### src/logic/hpd_pkg.sv
// Shared constants and types for the host port direct access block
`default_nettype none
package hpd_pkg;
  localparam int unsigned BUS_W       = 16;
  localparam int unsigned ADDR_W      = 17;
  localparam int unsigned WORD_W      = 24;
  localparam int unsigned CFG_W       = 8;
  // Configuration field positions
  localparam int unsigned CFG_ALE_SENSE = 0;
  localparam int unsigned CFG_ACK_POL   = 1;
  localparam int unsigned CFG_RD_IDLE   = 2;
  localparam int unsigned CFG_WR_IDLE   = 3;
  localparam int unsigned CFG_RDM_LO    = 4;
  localparam int unsigned CFG_ACKM_LO   = 6;
  // Acknowledge modes
  localparam logic [1:0] ACKM_ACK   = 2'h0;
  localparam logic [1:0] ACKM_READY = 2'h1;
  // Read trigger modes
  localparam logic [1:0] RDM_NORMAL   = 2'h0;
  localparam logic [1:0] RDM_PIPELINE = 2'h1;
  localparam logic [1:0] RDM_PREFETCH = 2'h2;
  // Strap hold after reset release
  localparam int unsigned STRAP_HOLD_CYCLES = 10;
  localparam logic [3:0]  STRAP_HOLD_LAST   = 4'(STRAP_HOLD_CYCLES);
  localparam int unsigned BUF_DEPTH = 2;
  typedef enum logic [2:0] {
    ST_IDLE = 3'b001,
    ST_WAIT = 3'b010,
    ST_HELD = 3'b100
  } hpd_state_e;
endpackage : hpd_pkg
`default_nettype wire

### src/logic/hpd_host_port.sv
// Parallel host port slave: strobes, acknowledge and direct access packets
`default_nettype none
// How it works
// - Address-phase high at reset selects cycle-control mode
// - Cycle-control mode latches address on write trailing
// - Address phase counts only while a select active
// - Address-phase level captured into config sense bit
// - Write data sampled trailing; read driven after leading
// - Strobe polarity from inactive levels at reset
// - Acknowledge polarity taken from strap, read-only
// - Acknowledge idles active in ack mode 01, inactive in others
// - Read needs data, no write; write needs room
// - Ack mode bits 7:6 strap-initialised, then writable
// - Mode 00 acknowledges, removes after strobe release
// - Mode 01 ready inserts waits; 10, 11 reserved
// - Address cycles always acknowledged at once
// - Bursts of 2-4 bytes or 1-2 words
// - Later address cycles ignored unless packet start
// - Strobes without address step the unit index
// - Acks wait for data and earlier writes
// - Read mode bits 5:4 choose request point
// - Read triggers only direct reads; 11 reserved
// - Address-phase low at reset: latch on falling
// - Releasing the select ends the ongoing access
module hpd_host_port
  import hpd_pkg::*;
(
  input  wire logic              mclk,
  input  wire logic              rst,
  input  wire logic              addrPhasePin,
  input  wire logic              readStrobePin,
  input  wire logic              writeStrobePin,
  input  wire logic              memorySpaceSelectN,
  input  wire logic              ioSpaceSelectN,
  input  wire logic              upperAddrLine,
  input  wire logic              ackPolarityStrap,
  input  wire logic [BUS_W-1:0]  muxedAddrDataBusIn,
  output logic      [BUS_W-1:0]  muxedAddrDataBusOut,
  output logic                   muxedAddrDataBusOe,
  input  wire logic              hostAckPinIn,
  output logic                   hostAckPinOut,
  output logic                   hostAckPinOe,
  input  wire logic              busWide16,
  input  wire logic              dataType24,
  input  wire logic              fourBytePacket,
  input  wire logic              orderMsbFirst,
  input  wire logic              cfgWrite,
  input  wire logic [CFG_W-1:0]  cfgWrData,
  output logic      [CFG_W-1:0]  hostPortConfig,
  output logic                   wrValid,
  input  wire logic              wrReady,
  output logic      [ADDR_W-1:0] wrAddr,
  output logic                   wrIsIo,
  output logic      [WORD_W-1:0] wrData,
  output logic                   rdReq,
  output logic      [ADDR_W-1:0] rdAddr,
  output logic                   rdIsIo,
  input  wire logic              rdRespValid,
  input  wire logic [WORD_W-1:0] rdRespData
);
  // Seven control pins, the upper address line, then the bus
  localparam int unsigned SYNC_W = 8 + BUS_W;
  localparam int unsigned BUFD_W = 1 + ADDR_W + WORD_W;

  logic [SYNC_W-1:0] pinSync;
  logic aleS, rdS, wrS, memSelS, ioSelS, ackS, polS, upS;
  logic [BUS_W-1:0] busS;

  hpd_sync #(.WIDTH(SYNC_W)) uPinSync (
    .mclk    (mclk),
    .rst     (rst),
    .asyncIn ({addrPhasePin, readStrobePin, writeStrobePin, memorySpaceSelectN,
               ioSpaceSelectN, hostAckPinIn, ackPolarityStrap, upperAddrLine,
               muxedAddrDataBusIn}),
    .syncOut (pinSync)
  );
  assign {aleS, rdS, wrS, memSelS, ioSelS, ackS, polS} = pinSync[SYNC_W-1:BUS_W+1];
  assign upS  = pinSync[BUS_W];
  assign busS = pinSync[BUS_W-1:0];

  // Strap capture group
  logic [3:0] holdCnt_q, holdCnt_d;
  logic       aleSense_q, aleSense_d, ackPol_q, ackPol_d;
  logic       rdIdle_q, rdIdle_d, wrIdle_q, wrIdle_d;
  logic [1:0] ackMode_q, ackMode_d, rdMode_q, rdMode_d;
  logic       senseWin;

  assign senseWin = holdCnt_q != STRAP_HOLD_LAST;

  always_comb begin
    holdCnt_d  = senseWin ? holdCnt_q + 4'h1 : holdCnt_q;
    aleSense_d = aleSense_q;
    ackPol_d   = ackPol_q;
    rdIdle_d   = rdIdle_q;
    wrIdle_d   = wrIdle_q;
    ackMode_d  = ackMode_q;
    rdMode_d   = rdMode_q;
    if (senseWin) begin
      aleSense_d = aleS;
      ackPol_d   = polS;
      rdIdle_d   = rdS;
      wrIdle_d   = wrS;
      // Idle at active level means ready mode, else acknowledge mode
      ackMode_d  = {1'b0, ackS == polS};
    end else if (cfgWrite) begin
      ackMode_d = cfgWrData[CFG_ACKM_LO +: 2];
      rdMode_d  = cfgWrData[CFG_RDM_LO +: 2];
    end
  end

  // Held in reset so the window restarts at release
  always_ff @(posedge mclk) begin
    if (rst) begin
      holdCnt_q  <= 4'h0;
      aleSense_q <= 1'b0;
      ackPol_q   <= 1'b1;
      rdIdle_q   <= 1'b1;
      wrIdle_q   <= 1'b1;
      ackMode_q  <= ACKM_ACK;
      rdMode_q   <= RDM_NORMAL;
    end else begin
      holdCnt_q  <= holdCnt_d;
      aleSense_q <= aleSense_d;
      ackPol_q   <= ackPol_d;
      rdIdle_q   <= rdIdle_d;
      wrIdle_q   <= wrIdle_d;
      ackMode_q  <= ackMode_d;
      rdMode_q   <= rdMode_d;
    end
  end

  assign hostPortConfig = {ackMode_q, rdMode_q, wrIdle_q, rdIdle_q, ackPol_q, aleSense_q};

  // Decoded pin activity
  logic selAct, rdAct, wrAct, aleAct;
  logic selPrev_q, rdPrev_q, wrPrev_q, alePrev_q;
  assign selAct = (!memSelS || !ioSelS) && !senseWin;
  assign rdAct  = rdS != rdIdle_q;
  assign wrAct  = wrS != wrIdle_q;
  assign aleAct = aleSense_q ? !aleS : aleS;

  // Write buffer wires
  logic              bufInValid, bufInReady, bufOutValid;
  logic [BUFD_W-1:0] bufInData, bufOutData;

  // Transfer control group
  hpd_state_e        state_q, state_d;
  logic              isRead_q, isRead_d, isAddr_q, isAddr_d;
  logic              inProg_q, inProg_d, spaceIo_q, spaceIo_d;
  logic [ADDR_W-1:0] addr_q, addr_d;
  logic [1:0]        idx_q, idx_d;
  logic [2:0]        cnt_q, cnt_d;
  logic [31:0]       asm_q, asm_d, rdBuf_q, rdBuf_d;
  logic              rdValid_q, rdValid_d, rdPend_q, rdPend_d, rdWant_q, rdWant_d;
  logic              rdReq_q, rdReq_d;
  logic [ADDR_W-1:0] rdAddr_q, rdAddr_d;
  logic              rdIsIo_q, rdIsIo_d;
  logic              ackOut_q, ackOut_d, ackOe_q, ackOe_d;
  logic [BUS_W-1:0]  busOut_q, busOut_d;
  logic              busOe_q, busOe_d;
  logic [2:0]        pktLen;
  logic [1:0]        newIdx;
  logic [4:0]        unitOfs;
  logic              ok, lastUnit, rdRise, wrRise, strobeFall, aleFall;

  always_comb begin
    if (busWide16) pktLen = dataType24 ? 3'h2 : 3'h1;
    else           pktLen = dataType24 ? (fourBytePacket ? 3'h4 : 3'h3) : 3'h2;
    newIdx     = busWide16 ? {1'b0, busS[1]} : busS[1:0];
    unitOfs    = busWide16 ? {idx_q[0], 4'h0} : {idx_q, 3'h0};
    lastUnit   = cnt_q == pktLen - 3'h1;
    rdRise     = rdAct && !rdPrev_q;
    wrRise     = wrAct && !wrPrev_q;
    strobeFall = isRead_q ? (!rdAct && rdPrev_q) : (!wrAct && wrPrev_q);
    aleFall    = !aleAct && alePrev_q && !aleSense_q;
    ok         = 1'b0;
    state_d    = state_q;
    isRead_d   = isRead_q;
    isAddr_d   = isAddr_q;
    inProg_d   = inProg_q;
    spaceIo_d  = spaceIo_q;
    addr_d     = addr_q;
    idx_d      = idx_q;
    cnt_d      = cnt_q;
    asm_d      = asm_q;
    rdBuf_d    = rdBuf_q;
    rdValid_d  = rdValid_q;
    rdPend_d   = rdPend_q;
    rdWant_d   = rdWant_q;
    rdReq_d    = 1'b0;
    rdAddr_d   = rdAddr_q;
    rdIsIo_d   = rdIsIo_q;
    bufInValid = 1'b0;
    busOe_d    = 1'b0;
    busOut_d   = busOut_q;
    if (!selAct) begin
      state_d  = ST_IDLE;
      inProg_d = 1'b0;
    end else begin
      unique case (state_q)
        ST_IDLE: begin
          if (rdRise || wrRise) begin
            isRead_d = rdRise && !wrRise;
            isAddr_d = aleSense_q && aleAct && wrRise;
            state_d  = ST_WAIT;
            // Normal mode fetches fresh data on the packet's first read
            if (rdRise && !wrRise && !(aleSense_q && aleAct) && rdMode_q != RDM_PIPELINE
                && rdMode_q != RDM_PREFETCH && (!inProg_q || cnt_q == 3'h0)) begin
              rdValid_d = 1'b0;
              rdWant_d  = !rdPend_q;
            end
          end
        end
        ST_WAIT: begin
          if (isAddr_q) ok = 1'b1;
          else if (isRead_q) ok = rdValid_q && !bufOutValid && !rdPend_q;
          else ok = bufInReady;
          if (!(isRead_q ? rdAct : wrAct)) state_d = ST_IDLE;
          else if (ok) state_d = ST_HELD;
          // Fallback so a read never starves when no fetch is queued
          if (isRead_q && !rdValid_q && !rdPend_q && !rdWant_q) rdWant_d = 1'b1;
        end
        ST_HELD: begin
          if (strobeFall) begin
            state_d = ST_IDLE;
            if (!isAddr_q) begin
              if (!isRead_q) begin
                asm_d = asm_q;
                if (busWide16) asm_d[unitOfs +: 16] = busS;
                else asm_d[unitOfs +: 8] = busS[7:0];
                bufInValid = lastUnit;
              end else if (lastUnit) begin
                rdValid_d = 1'b0;
                if (rdMode_q == RDM_PIPELINE) rdWant_d = !rdPend_q;
              end
              idx_d    = orderMsbFirst ? idx_q - 2'h1 : idx_q + 2'h1;
              cnt_d    = lastUnit ? 3'h0 : cnt_q + 3'h1;
              inProg_d = !lastUnit;
            end
          end
        end
        default: state_d = ST_IDLE;
      endcase
      // Address latch for either address-phase mode
      if ((state_q == ST_HELD && strobeFall && isAddr_q) || aleFall) begin
        if (!inProg_q || (orderMsbFirst ? newIdx == 2'(pktLen - 3'h1) : newIdx == 2'h0)) begin
          addr_d    = {upS, busS};
          idx_d     = newIdx;
          cnt_d     = 3'h0;
          inProg_d  = 1'b1;
          spaceIo_d = !ioSelS;
          if (rdMode_q == RDM_PREFETCH) begin
            rdValid_d = 1'b0;
            rdWant_d  = !rdPend_q;
          end
        end
      end
      if ((state_q == ST_WAIT && ok) || state_q == ST_HELD) begin
        busOe_d  = isRead_q && !isAddr_q && rdAct;
        busOut_d = busWide16 ? rdBuf_q[unitOfs +: 16] : {8'h00, rdBuf_q[unitOfs +: 8]};
      end
    end
    // Fetch waits for posted writes to drain
    if (rdWant_d && !rdPend_q && !bufOutValid) begin
      rdReq_d  = 1'b1;
      rdAddr_d = addr_d;
      rdIsIo_d = spaceIo_d;
      rdPend_d = 1'b1;
      rdWant_d = 1'b0;
    end
    if (rdRespValid) begin
      rdBuf_d   = {8'h00, rdRespData};
      rdValid_d = 1'b1;
      rdPend_d  = 1'b0;
    end
    // Pin acts as input while straps are sensed
    ackOe_d = !senseWin;
    if (state_d == ST_HELD) ackOut_d = ackPol_q;
    else if (state_d == ST_WAIT) ackOut_d = !ackPol_q;
    else ackOut_d = (ackMode_q == ACKM_READY) ? ackPol_q : !ackPol_q;
    if (senseWin) ackOut_d = ackS;
  end

  always_ff @(posedge mclk) begin
    if (rst) begin
      state_q   <= ST_IDLE;
      selPrev_q <= 1'b0;
      rdPrev_q  <= 1'b0;
      wrPrev_q  <= 1'b0;
      alePrev_q <= 1'b0;
      isRead_q  <= 1'b0;
      isAddr_q  <= 1'b0;
      inProg_q  <= 1'b0;
      spaceIo_q <= 1'b0;
      addr_q    <= '0;
      idx_q     <= 2'h0;
      cnt_q     <= 3'h0;
      asm_q     <= 32'h0;
      rdBuf_q   <= 32'h0;
      rdValid_q <= 1'b0;
      rdPend_q  <= 1'b0;
      rdWant_q  <= 1'b0;
      rdReq_q   <= 1'b0;
      rdAddr_q  <= '0;
      rdIsIo_q  <= 1'b0;
      ackOut_q  <= 1'b0;
      ackOe_q   <= 1'b0;
      busOut_q  <= '0;
      busOe_q   <= 1'b0;
    end else begin
      state_q   <= state_d;
      selPrev_q <= selAct;
      rdPrev_q  <= rdAct;
      wrPrev_q  <= wrAct;
      alePrev_q <= aleAct;
      isRead_q  <= isRead_d;
      isAddr_q  <= isAddr_d;
      inProg_q  <= inProg_d;
      spaceIo_q <= spaceIo_d;
      addr_q    <= addr_d;
      idx_q     <= idx_d;
      cnt_q     <= cnt_d;
      asm_q     <= asm_d;
      rdBuf_q   <= rdBuf_d;
      rdValid_q <= rdValid_d;
      rdPend_q  <= rdPend_d;
      rdWant_q  <= rdWant_d;
      rdReq_q   <= rdReq_d;
      rdAddr_q  <= rdAddr_d;
      rdIsIo_q  <= rdIsIo_d;
      ackOut_q  <= ackOut_d;
      ackOe_q   <= ackOe_d;
      busOut_q  <= busOut_d;
      busOe_q   <= busOe_d;
    end
  end

  assign bufInData = {spaceIo_q, addr_q, asm_d[WORD_W-1:0]};

  hpd_buf #(.WIDTH(BUFD_W), .DEPTH(BUF_DEPTH)) uWrBuf (
    .mclk     (mclk),
    .rst      (rst),
    .inValid  (bufInValid),
    .inReady  (bufInReady),
    .inData   (bufInData),
    .outValid (bufOutValid),
    .outReady (wrReady),
    .outData  (bufOutData)
  );

  assign {wrIsIo, wrAddr, wrData} = bufOutData;
  assign wrValid             = bufOutValid;
  assign rdReq               = rdReq_q;
  assign rdAddr              = rdAddr_q;
  assign rdIsIo              = rdIsIo_q;
  assign hostAckPinOut       = ackOut_q;
  assign hostAckPinOe        = ackOe_q;
  assign muxedAddrDataBusOut = busOut_q;
  assign muxedAddrDataBusOe  = busOe_q;
endmodule : hpd_host_port
`default_nettype wire

### src/logic/hpd_sync.sv
// Two-flop synchroniser for a vector of pin inputs
`default_nettype none
module hpd_sync #(
  parameter int unsigned WIDTH = 1
) (
  input  wire logic             mclk,
  input  wire logic             rst,
  input  wire logic [WIDTH-1:0] asyncIn,
  output logic      [WIDTH-1:0] syncOut
);
  logic [WIDTH-1:0] meta_q;
  logic [WIDTH-1:0] sync_q;

  always_ff @(posedge mclk) begin
    if (rst) begin
      meta_q <= '0;
      sync_q <= '0;
    end else begin
      meta_q <= asyncIn;
      sync_q <= meta_q;
    end
  end

  assign syncOut = sync_q;
endmodule : hpd_sync
`default_nettype wire

### src/logic/hpd_buf.sv
// Small FIFO holding posted writes on their way inward
`default_nettype none
module hpd_buf #(
  parameter int unsigned WIDTH = 8,
  parameter int unsigned DEPTH = 2
) (
  input  wire logic             mclk,
  input  wire logic             rst,
  input  wire logic             inValid,
  output logic                  inReady,
  input  wire logic [WIDTH-1:0] inData,
  output logic                  outValid,
  input  wire logic             outReady,
  output logic      [WIDTH-1:0] outData
);
  localparam int unsigned PW = (DEPTH > 1) ? $clog2(DEPTH) : 1;
  localparam logic [PW:0] FULL_CNT = (PW+1)'(DEPTH);
  localparam logic [PW-1:0] LAST_PTR = PW'(DEPTH - 1);

  logic [WIDTH-1:0] mem_q [DEPTH];
  logic [PW-1:0]    wrPtr_q, wrPtr_d, rdPtr_q, rdPtr_d;
  logic [PW:0]      cnt_q, cnt_d;
  logic             inReady_q, inReady_d, outValid_q, outValid_d;
  logic             doPush, doPop;

  always_comb begin
    doPush     = inValid && inReady_q;
    doPop      = outValid_q && outReady;
    wrPtr_d    = doPush ? ((wrPtr_q == LAST_PTR) ? '0 : wrPtr_q + 1'b1) : wrPtr_q;
    rdPtr_d    = doPop ? ((rdPtr_q == LAST_PTR) ? '0 : rdPtr_q + 1'b1) : rdPtr_q;
    cnt_d      = cnt_q + (PW+1)'(doPush) - (PW+1)'(doPop);
    inReady_d  = cnt_d != FULL_CNT;
    outValid_d = cnt_d != '0;
  end

  always_ff @(posedge mclk) begin
    if (rst) begin
      wrPtr_q    <= '0;
      rdPtr_q    <= '0;
      cnt_q      <= '0;
      inReady_q  <= 1'b1;
      outValid_q <= 1'b0;
    end else begin
      wrPtr_q    <= wrPtr_d;
      rdPtr_q    <= rdPtr_d;
      cnt_q      <= cnt_d;
      inReady_q  <= inReady_d;
      outValid_q <= outValid_d;
    end
  end

  // Storage has no reset; valid guards it
  always_ff @(posedge mclk) begin
    if (doPush) begin
      mem_q[wrPtr_q] <= inData;
    end
  end

  assign inReady  = inReady_q;
  assign outValid = outValid_q;
  assign outData  = mem_q[rdPtr_q];
endmodule : hpd_buf
`default_nettype wire

### config.mk
export PLATFORM = sky130hd
export DESIGN_NAME = hpd_host_port
export DESIGN_NICKNAME = d
export VERILOG_FILES = /design/src/logic/hpd_pkg.sv /design/src/logic/hpd_host_port.sv /design/src/logic/hpd_sync.sv /design/src/logic/hpd_buf.sv
export SDC_FILE = /design/constraint.sdc
export NUM_CORES = 1
export LEC_CHECK = 0
export BUFFER_PORTS_ARGS = -buffer_cell sky130_fd_sc_hd__buf_2
export CORE_MARGIN = 2
export CORE_UTILIZATION = 51
export CTS_BUF_LIST = sky130_fd_sc_hd__clkbuf_4 sky130_fd_sc_hd__clkbuf_8 sky130_fd_sc_hd__clkbuf_16
export DETAILED_ROUTE_END_ITERATION = 6
export PLACE_DENSITY_LB_ADDON = 0.05
export SLEW_MARGIN = 40
export SYNTH_ARGS = -nofsm -noshare
export SYNTH_HDL_FRONTEND = slang
export SYNTH_HIERARCHICAL = 1
export SYNTH_SLANG_ARGS = --single-unit
### constraint.sdc
create_clock -name mclk -period 4.35 [get_ports mclk]
set_clock_uncertainty 0.15 [all_clocks]
set_input_delay 0.2175 -clock mclk [delete_from_list [all_inputs] [get_ports mclk]]
set_output_delay 0.2175 -clock mclk [all_outputs]
set_load 0.05 [all_outputs]
==> metrics.yaml <==
pwr:
  power_density_nw_per_um2: 397.6
  fin_total_pwr_w: 0.005278
  irDropWorstVdd_uv: 293.7
  power.static_leakage_nw: 5.084
grt:
  global_route_total_usage_across_every_layer_pct: 21.35
  grt_pass1_vias: 7157
  grt_overflow_total: 0
  initial_antenna_violation_count: 0
  pin_count_of_the_biggest_net_entering_global_routing: 103
  grt_pass1_wl_mm: 38.03
placement:
  placement.cell_area_um2: 11760
  numPortBuffers: 149
  post-dp-hpwl_mm: 15.56
  place_congestion: 0.8337
outcome:
  run_status: "finished clean"
logic_synthesis:
  postSynthCellCount: 945
  syn-cell-area_um2: 10830
  asyncSetResetFlopFracSynth_pct: 0
  seq_area_frac_synth_pct: 58.03
  synth.largest_area_cell: "dfxtp_1"
  avgSynthCellArea_um2: 11.46
  post_synth_edffs: 84
  syn-num-nets: 1020
  leading_register_cell_type_out_of_synthesis: "dfxtp_1"
  synth.ff_latch_count: 272
  synth_area_leaders: "dfxtp_1 (35%), edfxtp_1 (23%), nor2b_1 (5.3%), mux2_2 (4.6%), mux2i_1 (3.5%)"
  synth_largest_type_area_fraction_pct: 34.75
  ys_types: 71
  ys.warnings.count: 6
worst_setup_path:
  setup.worst_path.end: "uWrBuf/inReady"
  critical_path_arrival_ns: 3.91
  setup.worst_path.start_class: "flip-flop"
  worst_r2r_startpoint: "state_q[2]"
  critical_path.endpoint_type: "flip-flop"
  standard_cell_with_the_maximum_stage_delay_on_the_critical_path: "nor4_1"
  worst_ep_required_time_ns: 4.60
  destination_of_the_worst_register_to_register_timing_path: "uWrBuf/inReady"
  timing.critical_path.from: "state_q[2]"
  critical_path_peak_fanout: 8
  register_to_register_setup_slack_ns: 0.69
  reg2regPathDepth: 10
  worst_path_largest_cell_delay_ns: 0.54
  worstPathCellList: "nor3b_2 -> nor2b_1 -> nand2b_1 -> nor4_1 -> and2_4 -> xnor2_1 -> ha_1 -> xor2_1 -> a31oi_1 -> or4_1"
  worst-setup-path-type: "reg2reg"
clocking:
  clock-root-buffer: "clkbuf_16"
  worstSkewPairLatency_ns: 0.53
  cts_num_sinks: 272
  cts_inserted_buffers: 27
  post_cts_setup_bufs: 0
  htree_levels: 1
  cts_tree: "done"
  clk_pin_slew_ns: 0.06
  cts-root-to-sink-buffers: 3
routing:
  detail_route.drc_violations: 0
  met2RoutedLength_mm: 10.73
  met1Wirelength_mm: 11.78
  drt_iter0_drc: 459
  num_vias: 7571
  routed_wire_length_per_instance_um: 16.82
  routed.top_layer: "met4"
  via_count_normalized_by_instance_count: 5.291
  detailedRoute.firstPassIterationCount: 5
  detailroute.wirelength.met3_mm: 1.263
  postRouteAntennaNets: 0
  final_routed_wirelength_across_all_metal_layers_mm: 24.08
timing:
  grt_setup_unrepaired: "no"
  holdWs_ns: 0.04337
  timing.final.crit_share_pct: 84.24
  setup-violations-final: 0
  actual_transition_at_the_worst_max_transition_pin_ns: 0.8569
  fmax_ghz: 0.2729
  slew_headroom_pct: 42.87
  final_max_slew_viol_count: 0
  setup-tns-final_ns: 0
  fin_crit_ns: 3.664
  finalHoldViolCount: 0
cells_and_area:
  antenna-diode-count: 0
  syn2layout_area_growth_pct: 22.55
  layout-drive-gt1-share_pct: 25.09
  design_area_um2: 13270
  most_frequent_standard_cell_in_the_layout_excluding_fill_and_tap_cells: "dfxtp_1"
  final_nets: 1210
  mostFrequentLayoutCells: "dfxtp_1 (187), buf_2 (148), nor2b_1 (92)"
floorplanning:
  die_w_um: 149.7
  core_region_area_um2: 20960
  dieHeight_um: 149.7
  dieArea_um2: 22420
  initial_utilization_pct: 51.69
  std_cell_rows: 53
  num_io_pins: 154
flow_run:
  max_cap_viol_count: 0
hold_path:
  hold_path.class: "in2reg"
## registers in the layout, summed over array words and instances, names as in the netlist, 4 cells and up, named ones only
name                 flops
uWrBuf/mem_q            84
holdCnt_q                4
rdAddr                  17
asm_q                   24
rdBuf_q                 24
addr_q                  17
muxedAddrDataBusOut     16
uPinSync/syncOut        24
uPinSync/meta_q         24
## stage by stage
stage,util (%),worst slack (ns),std cells
finish,63.34,0.6856,1431
CTS,63.34,0.7291,1431
detailed placement,56.11,0.7940,1322
floorplan,-,0.2973,945
global route,63.34,0.4403,1431
global placement,56.08,0.8602,1322
## power breakdown
group / leakage [nW] / total, W / switching (W) / internal (W)
clock network: 0.462 / 0.00239 / 0.000950 / 0.00144
logic: 2.39 / 0.000221 / 0.000112 / 0.000109
registers: 2.23 / 0.00267 / 0.0000314 / 0.00264
## synthesized netlist by cell type, types with 2 or more instances
cell,number
a211oi_1,18
a21oi_1,57
a22o_1,8
a22oi_1,11
a2bb2oi_1,3
a31o_2,2
a31oi_1,4
a32oi_1,2
and2_1,2
and3_1,5
and3b_1,2
buf_1,5
buf_2,10
buf_4,7
buf_6,4
clkbuf_1,35
dfxtp_1,188
edfxtp_1,84
ha_1,10
inv_1,11
mux2_1,9
mux2_2,44
mux2_4,10
mux2i_1,38
nand2_1,53
nand2b_1,10
nand3_1,24
nand3b_1,4
nand4_1,19
nand4b_1,2
nor2_1,63
nor2b_1,92
nor3_1,10
nor3b_1,6
nor4_1,3
o21ai_0,21
o22ai_2,2
o31ai_1,18
or4_1,4
xnor2_1,9
xnor2_2,2
xor2_1,5
## worst min-delay path by stage
stage                                   start                   end  cells after the start
final                                     rst             alePrev_q                      2
after global routing                      rst             alePrev_q                      2
after CTS                                 rst             alePrev_q                      2
after detailed placement  uPinSync/meta_q[23]  uPinSync/syncOut[23]                      1
after global placement    uPinSync/meta_q[19]  uPinSync/syncOut[19]                      1
after floorplan                           rst       uWrBuf/cnt_q[0]                      1
## logic make-up after synthesis
group           after synthesis  share of synthesized area, %
buf+inv                      74                         3.350
fa+ha+maj                    10                         1.155
flops                       272                         58.03
mux                         101                         10.41
xor+xnor                     16                         1.432
compound gates              162                         10.27
simple gates                310                         15.35
## layer usage
| metal | track usage, % | vias to the layer above |
|---|---|---|
| li1 | - | 3758 |
| met1 | 31.75 | 3592 |
| met4 | 4.670 | 0 |
| met5 | 0 | - |
| met3 | 3.262 | 26 |
| met2 | 33.10 | 195 |
## layout make-up
type	count	area [um^2]
Fill cell	1734	7681
Sequential cell	272	6290
Multi-Input combinational cell	599	4215
Timing Repair Buffer	223	1455
Clock buffer	38	783.3
Tap cell	275	344.1
Clock inverter	12	141.4
Inverter	12	45.04
## critical path, delay by kind of cell, from the launching register on
family                     cells  cell delay, ns
DFF                            1            0.42
xor gates and xnor gates       2            0.40
AOI/OAI and AO/OA              1            0.10
and+or+nand+nor                6            2.28
adders and majority gates      1            0.18
## what timing repair did
item | 4_1_cts | 5_1_grt
hold endpoints to repair | 54 | 0
gates resized for setup | 0 | 0
endpoints found under the setup margin | 0 | 0
hold buffers | 59 | 0
No activity file was read; power rests on OpenSTA's default activity.
